==> src/prag_map.svh <==
// Constants for the paged read address generator
`ifndef PRAG_MAP_SVH
`define PRAG_MAP_SVH
`define PRAG_PAGE_RESET    10'h001
`define PRAG_PAGE_ZERO     10'h000
`define PRAG_PAGE_PS_MIN   10'h200
`define PRAG_PAGE_LSW_LAST 10'h2ff
`define PRAG_PAGE_MSB_FST  10'h300
`define PRAG_PAGE_LAST     10'h3ff
`define PRAG_PAGE_TOP_BIT  9
`define PRAG_EA_TOP_BIT    15
`endif

==> src/prag_pkg.sv <==
// Types for the paged read address generator
package prag_pkg;
  typedef enum logic [3:0] {
    PRAG_MODE_PREPOST = 4'h1,
    PRAG_MODE_OFFSET  = 4'h2,
    PRAG_MODE_MODULO  = 4'h4,
    PRAG_MODE_BITREV  = 4'h8
  } prag_mode_e;

  typedef struct packed {
    logic [15:0] base_ea;
    logic [15:0] mod_ea;
    prag_mode_e  mode;
    logic        is_write;
  } prag_req_s;

  typedef struct packed {
    logic [23:0] addr;
    logic        paged;
    logic        to_prog;
    logic [15:0] ea;
  } prag_rsp_s;
endpackage : prag_pkg

==> src/prag_page_reg.sv <==
// Page register holding the current read page
`include "prag_map.svh"
module prag_page_reg
  import prag_pkg::*;
(
  input  wire logic       clk,
  input  wire logic       reset,
  input  wire logic       sw_we,
  input  wire logic [9:0] sw_data,
  input  wire logic       step_en,
  input  wire logic [9:0] step_val,
  output logic      [9:0] page
);
  logic [9:0] next_page;

  // Software write wins over hardware stepping
  always_comb begin
    next_page = page;
    if (step_en) begin
      next_page = step_val;
    end
    if (sw_we) begin
      next_page = sw_data;
    end
  end

  // Page zero is never the reset value
  always_ff @(posedge clk or posedge reset) begin
    if (reset) begin
      page <= `PRAG_PAGE_RESET;
    end else begin
      page <= next_page;
    end
  end
endmodule : prag_page_reg

==> src/prag_addr_gen.sv <==
// Paged read address generator for the program space window
// Notes on behaviour
// - With page bit 9 and EA bit 15 set, address is page bits 8:0 joined above EA bits 14:0.
// - Each page is a 32-Kbyte window, spanning up to 16 Mbytes in total.
// - Pages 0x200 and up map to program space, which is read only through the window.
// - Crossing is detected for every in-window access, whatever the addressing mode.
// - A crossing shows as the modified EA having bit 15 cleared.
// - Overflow increments the page and forces EA bit 15 to one.
// - Underflow decrements the page and forces EA bit 15 to one.
// - Offset, modulo and bit-reversed crossings set EA bit 15 and keep the page.
// - Overflow from 0x2FF goes to 0x300, underflow from 0x300 goes to 0x2FF, bit 15 kept.
// - Overflow at 0x3FF or underflow at 0x001 or 0x200 keeps the page and clears bit 15.
// - An extended access with page zero raises an address error trap.
// - Only the pre/post-modify mode (PRAG_MODE_PREPOST) steps the page.
// - Reset loads the page with 0x001.
// - Base and modified EAs both with bit 15 clear go to data space whatever the page.
`include "prag_map.svh"
module prag_addr_gen
  import prag_pkg::*;
(
  input  wire logic       clk,
  input  wire logic       reset,
  input  wire logic       page_we,
  input  wire logic [9:0] page_wdata,
  input  wire logic       req_valid,
  input  prag_req_s       req,
  output logic      [9:0] read_page_register,
  output logic            rsp_valid,
  output prag_rsp_s       rsp,
  output logic            addr_error_trap,
  output logic            write_refused
);
  logic       in_window;
  logic       crossed;
  logic       overflow;
  logic       underflow;
  logic       step_en;
  logic [9:0] step_val;
  logic [15:0] fix_ea;
  logic [9:0] use_page;
  prag_rsp_s  next_rsp;
  logic       next_rsp_valid;
  logic       next_trap;
  logic       next_refused;

  // Form a read address from page and effective address
  function automatic logic [23:0] join_addr(input logic [9:0] pg, input logic [15:0] ea);
    join_addr = {pg[8:0], ea[14:0]};
  endfunction : join_addr

  prag_page_reg u_page (
    .clk      (clk),
    .reset    (reset),
    .sw_we    (page_we),
    .sw_data  (page_wdata),
    .step_en  (step_en),
    .step_val (step_val),
    .page     (read_page_register)
  );

  // Crossing detection and page stepping decision
  always_comb begin
    in_window = req.base_ea[`PRAG_EA_TOP_BIT];
    crossed   = in_window && !req.mod_ea[`PRAG_EA_TOP_BIT];
    overflow  = crossed && (req.mod_ea[14:0] < req.base_ea[14:0]);
    underflow = crossed && !overflow;
    step_en   = 1'b0;
    step_val  = read_page_register;
    fix_ea    = req.mod_ea;
    if (req_valid && crossed) begin
      if (req.mode == PRAG_MODE_PREPOST) begin
        if (overflow) begin
          if (read_page_register == `PRAG_PAGE_LAST) begin
            fix_ea[`PRAG_EA_TOP_BIT] = 1'b0;
          end else begin
            step_en  = 1'b1;
            step_val = read_page_register + 10'h001;
            fix_ea[`PRAG_EA_TOP_BIT] = 1'b1;
          end
        end else begin
          if (read_page_register == `PRAG_PAGE_RESET ||
              read_page_register == `PRAG_PAGE_PS_MIN) begin
            fix_ea[`PRAG_EA_TOP_BIT] = 1'b0;
          end else begin
            step_en  = 1'b1;
            step_val = read_page_register - 10'h001;
            fix_ea[`PRAG_EA_TOP_BIT] = 1'b1;
          end
        end
      end else begin
        fix_ea[`PRAG_EA_TOP_BIT] = 1'b1;
      end
    end
  end

  // Translate the access; page steps apply to this access and, without a same-cycle software write, to the ones after it
  always_comb begin
    use_page       = step_en ? step_val : read_page_register;
    next_rsp_valid = req_valid;
    next_rsp.ea    = fix_ea;
    next_rsp.paged = fix_ea[`PRAG_EA_TOP_BIT];
    next_rsp.to_prog = next_rsp.paged && use_page[`PRAG_PAGE_TOP_BIT];
    next_rsp.addr  = next_rsp.paged ? join_addr(use_page, fix_ea) : {8'h00, fix_ea};
    next_trap      = req_valid && next_rsp.paged && (use_page == `PRAG_PAGE_ZERO);
    next_refused   = req_valid && next_rsp.to_prog && req.is_write;
  end

  // Registered answer, one cycle after the request
  always_ff @(posedge clk or posedge reset) begin
    if (reset) begin
      rsp_valid       <= 1'b0;
      rsp             <= '0;
      addr_error_trap <= 1'b0;
      write_refused   <= 1'b0;
    end else begin
      rsp_valid       <= next_rsp_valid;
      rsp             <= next_rsp;
      addr_error_trap <= next_trap;
      write_refused   <= next_refused;
    end
  end

  // Overflow from the last lsw page lands on the first msb page
  lsw_to_msb_a : assert property (@(posedge clk) disable iff (reset)
    req_valid && req.mode == PRAG_MODE_PREPOST && overflow && !page_we &&
    read_page_register == `PRAG_PAGE_LSW_LAST |=> read_page_register == `PRAG_PAGE_MSB_FST)
    else $error("page did not advance to 0x300");

  // Underflow from first msb page returns to last lsw page
  msb_to_lsw_a : assert property (@(posedge clk) disable iff (reset)
    req_valid && req.mode == PRAG_MODE_PREPOST && underflow && !page_we &&
    read_page_register == `PRAG_PAGE_MSB_FST |=> read_page_register == `PRAG_PAGE_LSW_LAST)
    else $error("page did not step back to 0x2ff");

  // Other modes never move the page
  mode_keeps_page_a : assert property (@(posedge clk) disable iff (reset)
    req_valid && req.mode != PRAG_MODE_PREPOST && !page_we |=> $stable(read_page_register))
    else $error("page moved in non stepping mode");

  // Overflow at the last page falls into base data space
  edge_unpaged_a : assert property (@(posedge clk) disable iff (reset)
    req_valid && req.mode == PRAG_MODE_PREPOST && overflow &&
    read_page_register == `PRAG_PAGE_LAST |=> rsp_valid && !rsp.paged)
    else $error("overflow at last page stayed paged");

  // Page zero access traps
  page_zero_trap_a : assert property (@(posedge clk) disable iff (reset)
    rsp_valid && rsp.paged && $past(read_page_register) == `PRAG_PAGE_ZERO &&
    !$past(step_en) |-> addr_error_trap)
    else $error("no trap for page zero access");

  // Lower half addresses ignore the page
  direct_data_a : assert property (@(posedge clk) disable iff (reset)
    req_valid && !req.base_ea[15] && !req.mod_ea[15] |=>
    rsp.addr == {8'h00, $past(req.mod_ea)} && !addr_error_trap)
    else $error("lower half address was paged");

  // Software write is seen by the following access
  sw_write_a : assert property (@(posedge clk) disable iff (reset)
    page_we |=> read_page_register == $past(page_wdata))
    else $error("page write lost");

  // Writes into program space are refused
  prog_write_a : assert property (@(posedge clk) disable iff (reset)
    rsp_valid && rsp.to_prog |-> rsp.paged && !addr_error_trap &&
    (write_refused == $past(req.is_write)))
    else $error("program space write not refused");

  // Overflow inside the page range steps the page up
  page_step_up_a : assert property (@(posedge clk) disable iff (reset)
    req_valid && req.mode == PRAG_MODE_PREPOST && overflow && !page_we &&
    read_page_register != `PRAG_PAGE_LAST |=>
    read_page_register == $past(read_page_register) + 10'h001 && rsp.paged)
    else $error("page did not step up on overflow");

  // Underflow inside the page range steps the page down
  page_step_down_a : assert property (@(posedge clk) disable iff (reset)
    req_valid && req.mode == PRAG_MODE_PREPOST && underflow && !page_we &&
    read_page_register != `PRAG_PAGE_RESET && read_page_register != `PRAG_PAGE_PS_MIN |=>
    read_page_register == $past(read_page_register) - 10'h001 && rsp.paged)
    else $error("page did not step down on underflow");

  // Underflow at the lowest pages drops to base data space and keeps the page
  under_unpaged_a : assert property (@(posedge clk) disable iff (reset)
    req_valid && req.mode == PRAG_MODE_PREPOST && underflow && !page_we &&
    (read_page_register == `PRAG_PAGE_RESET || read_page_register == `PRAG_PAGE_PS_MIN) |=>
    rsp_valid && !rsp.paged && $stable(read_page_register))
    else $error("underflow at lowest page stayed paged");

  // Every request is answered on the next edge
  answer_next_a : assert property (@(posedge clk) disable iff (reset)
    req_valid |=> rsp_valid)
    else $error("request not answered");

  // No request, no answer and no side flags
  idle_quiet_a : assert property (@(posedge clk) disable iff (reset)
    !req_valid |=> !rsp_valid && !addr_error_trap && !write_refused)
    else $error("answer without request");

  // Paged answer joins the current page above the low EA bits
  window_join_a : assert property (@(posedge clk) disable iff (reset)
    rsp_valid && rsp.paged && !$past(page_we) |->
    rsp.addr == {read_page_register[8:0], rsp.ea[14:0]})
    else $error("paged address not formed from page");

  // Unpaged answer is the plain base address with no trap
  lower_plain_a : assert property (@(posedge clk) disable iff (reset)
    rsp_valid && !rsp.paged |-> rsp.addr == {8'h00, rsp.ea} && !addr_error_trap)
    else $error("unpaged address carries page bits");

  // A trap only ever comes with a paged page-zero access
  trap_cause_a : assert property (@(posedge clk) disable iff (reset)
    addr_error_trap |-> rsp_valid && rsp.paged && rsp.addr[23:15] == 9'h000)
    else $error("trap without page zero access");

  // Only program space writes are refused
  refuse_cause_a : assert property (@(posedge clk) disable iff (reset)
    write_refused |-> rsp_valid && rsp.to_prog)
    else $error("refusal outside program space");

  // Outside the window or without a request the page holds
  page_hold_a : assert property (@(posedge clk) disable iff (reset)
    (!req_valid || !req.base_ea[`PRAG_EA_TOP_BIT]) && !page_we |=> $stable(read_page_register))
    else $error("page moved without an in-window request");

  // Offset style crossings stay paged with the low bits untouched
  wrap_in_page_a : assert property (@(posedge clk) disable iff (reset)
    req_valid && req.mode != PRAG_MODE_PREPOST && crossed |=>
    rsp.paged && rsp.ea[14:0] == $past(req.mod_ea[14:0]))
    else $error("offset crossing left the window");
endmodule : prag_addr_gen

==> config.mk <==
export PLATFORM = sky130hd
export DESIGN_NAME = prag_addr_gen
export DESIGN_NICKNAME = d
export VERILOG_FILES = /design/src/prag_pkg.sv /design/src/prag_page_reg.sv /design/src/prag_addr_gen.sv
export VERILOG_INCLUDE_DIRS = /design/src
export SDC_FILE = /design/constraint.sdc
export NUM_CORES = 1
export LEC_CHECK = 0
export BUFFER_PORTS_ARGS = -buffer_cell sky130_fd_sc_hd__buf_2
export CAP_MARGIN = 20
export CORE_MARGIN = 8
export CORE_UTILIZATION = 47
export DETAILED_ROUTE_END_ITERATION = 7
export PLACE_DENSITY = 0.9
export RECOVER_POWER = 50
export SLEW_MARGIN = 20
export SYNTH_ARGS = -nofsm -noshare
export SYNTH_HDL_FRONTEND = slang
export SYNTH_SLANG_ARGS = --single-unit
export TNS_END_PERCENT = 10
==> constraint.sdc <==
create_clock -name clk -period 3.45 [get_ports clk]
set_input_delay 0.69 -clock clk [delete_from_list [all_inputs] [get_ports clk]]
set_output_delay 0.69 -clock clk [all_outputs]
set_load 0.03 [all_outputs]
==> results.txt, run 1 <==
----------------------------------------------------
[Route]
  Iteration-0 DRC Markers ... 153
  Number of vias in the routed layout ... 2031
  Average via count per standard cell ... a little over 5
  Initial DRT Pass Iterations ... 4
  Number of design rule violations left after detail routing ... 0
  Post-Route WL ... just over 6000 um
  Antenna viol nets, final ... 0
  Per-cell routed wire length ... 15.7 um

[Final layout]
  Filler instances ... 438
  Proportion of layout cells with a drive suffix above 1 ... 0.291
  Highest-count cells in the layout ignoring fill and taps ... sky130_fd_sc_hd__buf_2 (81), sky130_fd_sc_hd__dfrtp_1 (38), sky130_fd_sc_hd__clkbuf_1 (27), sky130_fd_sc_hd__nand2_1 (26), sky130_fd_sc_hd__nor2_1 (26)
  Most common library cell in the layout ignoring fill and taps ... sky130_fd_sc_hd__buf_2
  # diodes ... 0
  Layout Area Growth over Synthesis ... 22.6%
  Non-Filler Cell Area, Final ... 0.00280 mm^2
  Count of nets after finishing ... ~400

[Setup path]
  Largest driver fanout on the critical path ... 14
  Start-to-end type of the worst setup path ... reg -> reg
  R2R Setup Slk ... between 0.3 and 0.4 ns
  Buf/Inv on CP ... 1
  Crit path DAT ... 3.27 ns
  Critical Path End Type ... flip-flop
  Element type at the critical path start ... flip-flop
  Cell repeated most along the worst path ... sky130_fd_sc_hd__mux2i_1
  Start of the worst register-to-register path ... u_page.page[0]
  Required @ worst endpoint ... 3.65 ns
  Max stage delay cell, worst path ... sky130_fd_sc_hd__dfstp_2
  Worst Reg2Reg Path Length in Cells ... 10
  Critical-path cell list ... inv_1 -> ha_1 -> mux2i_1 -> or4b_1 -> nand3_1 -> or4_1 -> mux2i_1 -> xnor2_1 -> nand4_1 -> nor4b_2
  Maximum cell stage delay along the critical path ... 0.68 ns
  Destination of the worst register-to-register timing path ... addr_error_trap
  CP delay by family, top ... simple AND/OR/NAND/NOR gates

[Clock tree]
  Clock net sink count ... 39
  TritonCTS Buffers ... 5
  Number of buffers inserted to repair setup after CTS ... 0
  Clk buf depth ... 2
  Number of cells upsized or downsized after cts ... 0
  Post-CTS Hold Fix Bufs ... 0
  H-Tree Level Count ... 2
  Clock-pin transition on the worst setup and hold timing paths ... 0.07 ns
  CTS root buf ... sky130_fd_sc_hd__clkbuf_8
  Clock tree from TritonCTS ... yes
  Latest clock arrival within the worst-skew pair ... 0.29 ns

[Place]
  Post-Place Worst Slack ... 0.124 ns
  DP HPWL ... a little under 5000 um
  Post-Place Cell Area ... 0.00275 mm^2
  Number of port buffers ... 105
  Final weighted congestion of routability-driven global placement ... a little under 0.9

[Yosys]
  Async set or reset register ratio after synthesis ... 1.00
  Gate count after technology mapping ... approximately 240
  Sequential area share after synthesis ... 0.428
  Netlist Area Pre-Place ... ~0.0023 mm^2
  Count of different cell masters after synthesis ... 38
  Primary flip-flop cell chosen by synthesis mapping ... sky130_fd_sc_hd__dfrtp_1
  Mapped Avg Cell Area ... ~9.4 um^2
  Flop and latch count out of synthesis ... 39
  Number of warnings reported in the yosys synthesis log ... 0
  Net count after synthesis ... 312
  Number of enable flip-flop cells after synthesis ... 0

[Global route]
  Total congestion overflow ... 0
  Global-route wire length before repair ... 10000 um
  Total routing usage reported by global routing ... 0.171
  Vias in the first global route ... 2023
  Pin count of the biggest net entering global routing ... 35
  Number of antenna violations at the first check in global routing ... 0

[Timing]
  Max-Slew Margin vs Limit ... -0.174
  Final setup violating endpoints ... 0
  Summed negative setup slack over all endpoints ... 0 ns
  Highest attainable clock frequency ... 325 MHz
  Worst slew pin tran ... 1.76 ns
  Minimum clock period ... 3.08 ns
  Final-report hold violation count ... 0
  Worst setup skew after layout ... 0.00156 ns
  Final setup margin ... ~0.37 ns
  Fraction of the cycle the final worst path needs ... 0.892
  Pins Over Slew Limit ... 35
  Unrepaired setup endpoints after global routing ... false

[Die]
  Core Region ... 0.00469 mm^2
  Starting Density ... 0.487
  Number of rows created at floorplan ... 25
  Count of pins on the block boundary ... 106
  Die height ... roughly 86 um
  Die area ... 0.00734 mm^2
  Die Span X ... 85.7 um

[Outcome]
  Result of the run ... finished with violations
  Violations in the final reports ... max-capacitance violations, max-slew violations

[Power and ir drop]
  Power per standard cell area ... about 400 mW/mm^2
  Leakage ... 1.41 nW
  Peak supply drop ... 0.179 mV
  Total power draw ... between 0.001 and 0.0015 W

[Job]
  Max capacitance violation total ... 1

[Hold path]
  Class of the tightest hold or removal check ... in -> async

----------------------------------------------------
-- flip-flops by register name, summed over array words and instances (netlist names) --
| signal | cells |
|---|---|
| addr_error_trap | 1 |
| rsp_valid | 1 |
| u_page.page | 10 |
| write_refused | 1 |
| rsp | 26 |
-- cells in the mapped netlist (2+ instances only) --
library cell / count / area (um^2)
sky130_fd_sc_hd__and3_1: 2 / 12.5
sky130_fd_sc_hd__dfrtp_1: 38 / 951
sky130_fd_sc_hd__mux2i_4: 2 / 45.0
sky130_fd_sc_hd__xnor2_1: 4 / 35.0
sky130_fd_sc_hd__xor2_1: 3 / 26.3
sky130_fd_sc_hd__a21oi_1: 13 / 65.1
sky130_fd_sc_hd__or4_1: 4 / 30.0
sky130_fd_sc_hd__nand4_1: 7 / 43.8
sky130_fd_sc_hd__a211oi_1: 2 / 15.0
sky130_fd_sc_hd__nand2_1: 26 / 97.6
sky130_fd_sc_hd__buf_4: 16 / 120
sky130_fd_sc_hd__clkbuf_1: 7 / 26.3
sky130_fd_sc_hd__nand3_1: 4 / 20.0
sky130_fd_sc_hd__ha_1: 17 / 213
sky130_fd_sc_hd__nor2_1: 26 / 97.6
sky130_fd_sc_hd__o21ai_0: 17 / 85.1
sky130_fd_sc_hd__nor3_1: 2 / 10.0
sky130_fd_sc_hd__mux2i_1: 10 / 100
sky130_fd_sc_hd__a41oi_1: 2 / 17.5
sky130_fd_sc_hd__nor4_1: 3 / 18.8
sky130_fd_sc_hd__inv_1: 19 / 71.3
sky130_fd_sc_hd__nand2b_1: 4 / 25.0
-- metrics by stage --
step / cells / hold WS [ns] / utilization
6_report: 391 / 0.303 / 0.597
3_3_place_gp: 383 / 0.600 / 0.586
5_1_grt: 391 / 0.305 / 0.597
2_1_floorplan: 244 / 0.721 / -
4_1_cts: 391 / 0.298 / 0.604
3_5_place_dp: 383 / 0.616 / 0.586
-- metal layers --
| layer | part of all wire | vias up | wire (um) | GRT usage |
|---|---|---|---|---|
| met5 | 0 | - | 0 | 0 |
| met4 | 0.017 | 0 | 106 | 0.0589 |
| met3 | 0.072 | 10 | 445 | 0.0506 |
| met2 | 0.51 | 82 | 3150 | 0.298 |
| met1 | 0.40 | 936 | 2450 | 0.193 |
| li1 | - | 1003 | - | - |
-- worst max path at each step --
stage	startpoint	end	slack, ns	cells past startpoint
floorplan	u_page.page[0]	addr_error_trap	0.51	12
global placement	req[11]	addr_error_trap	0.28	10
detailed placement	req[11]	addr_error_trap	0.12	10
CTS	u_page.page[0]	addr_error_trap	0.39	10
global route	u_page.page[0]	addr_error_trap	0.10	10
finish	u_page.page[0]	addr_error_trap	0.37	10
-- cells by family (layout without fill, tap and decap cells) --
| family | Yosys count | after routing | share of synthesized area |
|---|---|---|---|
| AOI/OAI and AO/OA | 40 | 40 | 0.101 |
| xor gates and xnor gates | 7 | 7 | 0.0268 |
| adders and majority gates | 17 | 17 | 0.0931 |
| buffers and inverters | 44 | 137 | 0.102 |
| DFF | 39 | 39 | 0.428 |
| muxes | 12 | 12 | 0.0636 |
| and+or+nand+nor | 85 | 85 | 0.185 |
-- cell type report --
| type | count | area, um^2 | area share |
|---|---|---|---|
| Timing Repair Buffer | 110 | 529 | 0.189 |
| Sequential cell | 39 | 977 | 0.349 |
| Clock inverter | 1 | 5.00 | 0.00179 |
| Clock buffer | 7 | 76.3 | 0.0273 |
| Multi-Input combinational cell | 161 | 1070 | 0.383 |
| Inverter | 19 | 71.3 | 0.0255 |
| Tap cell | 54 | 67.6 | 0.0241 |
-- power breakdown --
group	leakage, nW	switching, W	internal, W
logic	0.898	0.000198	0.0000958
registers	0.474	0.0000308	0.000489
clock network	0.0422	0.000152	0.000142
Note: power is estimated with default switching activity, not from simulation.
==> inputs of run 2 (changes only) <==
==> constraint.sdc (replaced) <==
create_clock -name clk -period 3.2 [get_ports clk]
set_input_delay 0.64 -clock clk [delete_from_list [all_inputs] [get_ports clk]]
set_output_delay 0.64 -clock clk [all_outputs]
set_load 0.03 [all_outputs]
==> run 2 against run 1 <==
The flow still finishes with violations (max-capacitance violations, max-slew violations). Power is 19% higher. Wire length up 4.4%. Die area is the same. Setup slack worse by 0.089 ns. Hold slack better by 0.17 ns. Sequential share of layout area is 0.90 points lower. Flip-flop and latch count unchanged. Critical path depth is 2 lower. Sequential power grew 6.3%. Final cell count up 1.3%. Clock power grew 44%. Critical endpoint unchanged. Largest power group unchanged.
==> results.txt, run 2 (synthesis results as in run 1) <==
----------------------------------------------------
[Outcome]
  Result of the run ... finished with violations (unchanged)
  Violations in the final reports ... max-capacitance violations, max-slew violations (unchanged)

[Die]
  Count of pins on the block boundary ... 106 (unchanged)
  Die Span X ... 85.7 um (unchanged)
  Die area ... 0.00734 mm^2 (unchanged)
  Starting Density ... 0.487 (unchanged)
  Number of rows created at floorplan ... 25 (unchanged)
  Die height ... 85.7 um (unchanged)
  Core Region ... 0.00469 mm^2 (unchanged)

[Setup path]
  Critical Path End Type ... flip-flop (unchanged)
  Crit path DAT ... 3.12 ns (was 3.27 ns)
  Maximum cell stage delay along the critical path ... 0.67 ns (was 0.68 ns)
  Logic depth of the worst setup path including buffers ... 8 (was 10)
  CP delay by family, top ... simple AND/OR/NAND/NOR gates (unchanged)
  Worst Reg2Reg Path Length in Cells ... 8 (was 10)
  Start-to-end type of the worst setup path ... reg -> reg (unchanged)
  Element type at the critical path start ... flip-flop (unchanged)
  Largest driver fanout on the critical path ... 8 (was 14)
  Worst setup path startpoint ... u_page.page[5] (was u_page.page[0])
  Max stage delay cell, worst path ... sky130_fd_sc_hd__or4b_1 (was sky130_fd_sc_hd__dfstp_2)
  R2R Setup Slk ... 0.29 ns (was 0.37 ns)
  Critical-path cell list ... or4_1 -> or4b_1 -> nand4_2 -> nor4_1 -> mux2i_1 -> xor2_1 -> nand4_1 -> nor4b_2 (was inv_1 -> ha_1 -> mux2i_1 -> or4b_1 -> nand3_1 -> or4_1 -> mux2i_1 -> xnor2_1 -> nand4_1 -> nor4b_2)
  Start of the worst register-to-register path ... u_page.page[5] (was u_page.page[0])
  Buf/Inv on CP ... 0 (was 1)
  Required @ worst endpoint ... 3.41 ns (was 3.65 ns)
  Destination of the worst register-to-register timing path ... addr_error_trap (unchanged)

[Timing]
  Final setup margin ... 0.285 ns (was 0.374 ns)
  Final-report hold violation count ... 0 (unchanged)
  Min Hold Slack ... 0.468 ns (was 0.303 ns)
  Highest attainable clock frequency ... 343 MHz (was 325 MHz)
  Pins Over Slew Limit ... 40 (was 35)
  Final setup violating endpoints ... 0 (unchanged)
  Worst slew pin tran ... 2.03 ns (was 1.76 ns)
  Worst setup skew after layout ... 0.00677 ns (was 0.00156 ns)
  Unrepaired setup endpoints after global routing ... false (unchanged)
  Summed negative setup slack over all endpoints ... 0 ns (unchanged)
  Fraction of the cycle the final worst path needs ... 0.911 (was 0.892)
  Max-Slew Margin vs Limit ... -0.352 (was -0.174)
  Minimum clock period ... 2.91 ns (was 3.08 ns)

[Hold path]
  Depth of the worst hold-timing path ... 1
  Worst-case hold path end point ... rsp[0]
  Startpoint of the most critical hold path ... req[5]
  Class of the tightest hold or removal check ... in -> reg (was in -> async)

[Clock tree]
  Clk buf depth ... 2 (unchanged)
  Clock-pin transition on the worst setup and hold timing paths ... 0.08 ns (was 0.07 ns)
  Number of cells upsized or downsized after cts ... 0 (unchanged)
  Post-CTS Hold Fix Bufs ... 0 (unchanged)
  H-Tree Level Count ... 2 (unchanged)
  Number of buffers inserted to repair setup after CTS ... 0 (unchanged)
  Clock tree from TritonCTS ... yes (unchanged)
  CTS root buf ... sky130_fd_sc_hd__clkbuf_8 (unchanged)
  TritonCTS Buffers ... 5 (unchanged)
  Clock net sink count ... 39 (unchanged)
  Latest clock arrival within the worst-skew pair ... 0.29 ns (about the same)

[Power and ir drop]
  Power share of the sequential group ... 0.421 (was 0.469)
  Power per standard cell area ... 457 mW/mm^2 (was 396 mW/mm^2)
  NetSw ... 0.000423 W (was 0.000381 W)
  Logic gate share of total power ... 0.257 (was 0.265)
  Internal power contribution ... 0.000890 W (was 0.000727 W)
  Switching portion of total power ... 0.322 (was 0.344)
  Peak supply drop ... 0.240 mV (was 0.179 mV)
  Leakage ... 1.46 nW (was 1.41 nW)
  Share of power burned in the clock network ... 0.322 (was 0.265)

[Route]
  Initial DRT Pass Iterations ... 4 (unchanged)
  Antenna viol nets, final ... 0 (unchanged)
  Number of design rule violations left after detail routing ... 0 (unchanged)
  Post-Route WL ... 6430 um (was 6160 um)
  Average via count per standard cell ... 5.35 (was 5.19)
  Iteration-0 DRC Markers ... 188 (was 153)
  Number of vias in the routed layout ... 2117 (was 2031)
  Per-cell routed wire length ... 16.2 um (was 15.7 um)

[Place]
  Dpl cells ... 388 (was 383)
  Post-Place Worst Slack ... 0.0546 ns (was 0.124 ns)
  Number of port buffers ... 105 (unchanged)
  DP HPWL ... 5070 um (was 4940 um)
  Final weighted congestion of routability-driven global placement ... 0.980 (was 0.890)

[Final layout]
  Flip-flop count of the largest register, all copies and words added ... 26 (unchanged)
  Largest registers in the final layout ... rsp x26, u_page.page x10 (unchanged)
  # diodes ... 0 (unchanged)
  Proportion of layout cells with a drive suffix above 1 ... 0.307 (was 0.291)
  Non-filler instance count after layout ... 396 (was 391)
  Count of nets after finishing ... 409 (was 404)
  Most common library cell in the layout ignoring fill and taps ... sky130_fd_sc_hd__buf_2 (unchanged)
  Layout Area Growth over Synthesis ... 25.8% (was 22.6%)
  Highest-count cells in the layout ignoring fill and taps ... sky130_fd_sc_hd__buf_2 (81), sky130_fd_sc_hd__dfrtp_1 (38), sky130_fd_sc_hd__nand2_1 (26), sky130_fd_sc_hd__nor2_1 (26), sky130_fd_sc_hd__clkbuf_1 (25) (was sky130_fd_sc_hd__buf_2 (81), sky130_fd_sc_hd__dfrtp_1 (38), sky130_fd_sc_hd__clkbuf_1 (27), sky130_fd_sc_hd__nand2_1 (26), sky130_fd_sc_hd__nor2_1 (26))
  Filler instances ... 420 (was 438)
  Most flops, register ... rsp (unchanged)

[Global route]
  Total congestion overflow ... 0 (unchanged)
  Total routing usage reported by global routing ... 0.175 (was 0.171)
  Pin count of the biggest net entering global routing ... 40 (was 35)
  Global-route wire length before repair ... 10300 um (was 10000 um)
  Number of antenna violations at the first check in global routing ... 0 (unchanged)
  Vias in the first global route ... 2070 (was 2023)

[Job]
  Max capacitance violation total ... 1 (unchanged)

----------------------------------------------------
## run 2: cell type report
| type | count | area, um^2 | share of cell area |
|---|---|---|---|
| clock buffers | 6 | 82.6 | 0.0287 |
| inverters | 19 | 71.3 | 0.0248 |
| well taps | 54 | 67.6 | 0.0235 |
| multi-input cells | 161 | 1070 | 0.373 |
| flip-flops and latches | 39 | 977 | 0.340 |
| clock inverters | 2 | 35.0 | 0.0122 |
| repair buffers | 115 | 567 | 0.197 |
## run 2: through the flow
stage / total power [W] / util / area (um^2)
3_3_place_gp: 0.000895 / 0.594 / 2790
3_5_place_dp: 0.000903 / 0.594 / 2790
4_1_cts: 0.00133 / 0.619 / 2910
6_report: 0.00131 / 0.612 / 2870
2_1_floorplan: 0.000787 / - / 2280
5_1_grt: 0.00138 / 0.612 / 2870
## run 2: worst max path at each step
stage          slack [ns]               to
6_report             0.29  addr_error_trap
5_1_grt               0.1  addr_error_trap
4_1_cts              0.34  addr_error_trap
3_5_place_dp         0.05  addr_error_trap
3_3_place_gp         0.11  addr_error_trap
2_1_floorplan        0.26  addr_error_trap
## run 2: power by group through the flow
stage | Combinational (W) | Clock (W) | Sequential (W)
after floorplan | 0.000156 | 0 | 0.000630
after global placement | 0.000335 | 0 | 0.000560
after detailed placement | 0.000343 | 0 | 0.000560
after CTS | 0.000345 | 0.000430 | 0.000552
after global routing | 0.000368 | 0.000453 | 0.000557
final | 0.000338 | 0.000423 | 0.000553
## run 2: worst register-to-register path, cell delays in order, from the launching register on
cell and delay [ns]:
sky130_fd_sc_hd__dfrtp_1 0.45, sky130_fd_sc_hd__or4_1 0.60, sky130_fd_sc_hd__or4b_1 0.67, sky130_fd_sc_hd__nand4_2 0.18
sky130_fd_sc_hd__nor4_1 0.06, sky130_fd_sc_hd__mux2i_1 0.17, sky130_fd_sc_hd__xor2_1 0.29, sky130_fd_sc_hd__nand4_1 0.19
sky130_fd_sc_hd__nor4b_2 0.23
## run 2: layer usage
layer / part of all wire / track usage / wire [um] / vias to the layer above
met3: 0.074 / 0.0420 / 476 / 12
met1: 0.40 / 0.204 / 2560 / 1011
li1: - / - / - / 1007
met5: 0 / 0 / 0 / -
met2: 0.51 / 0.305 / 3280 / 87
met4: 0.017 / 0.0605 / 112 / 0
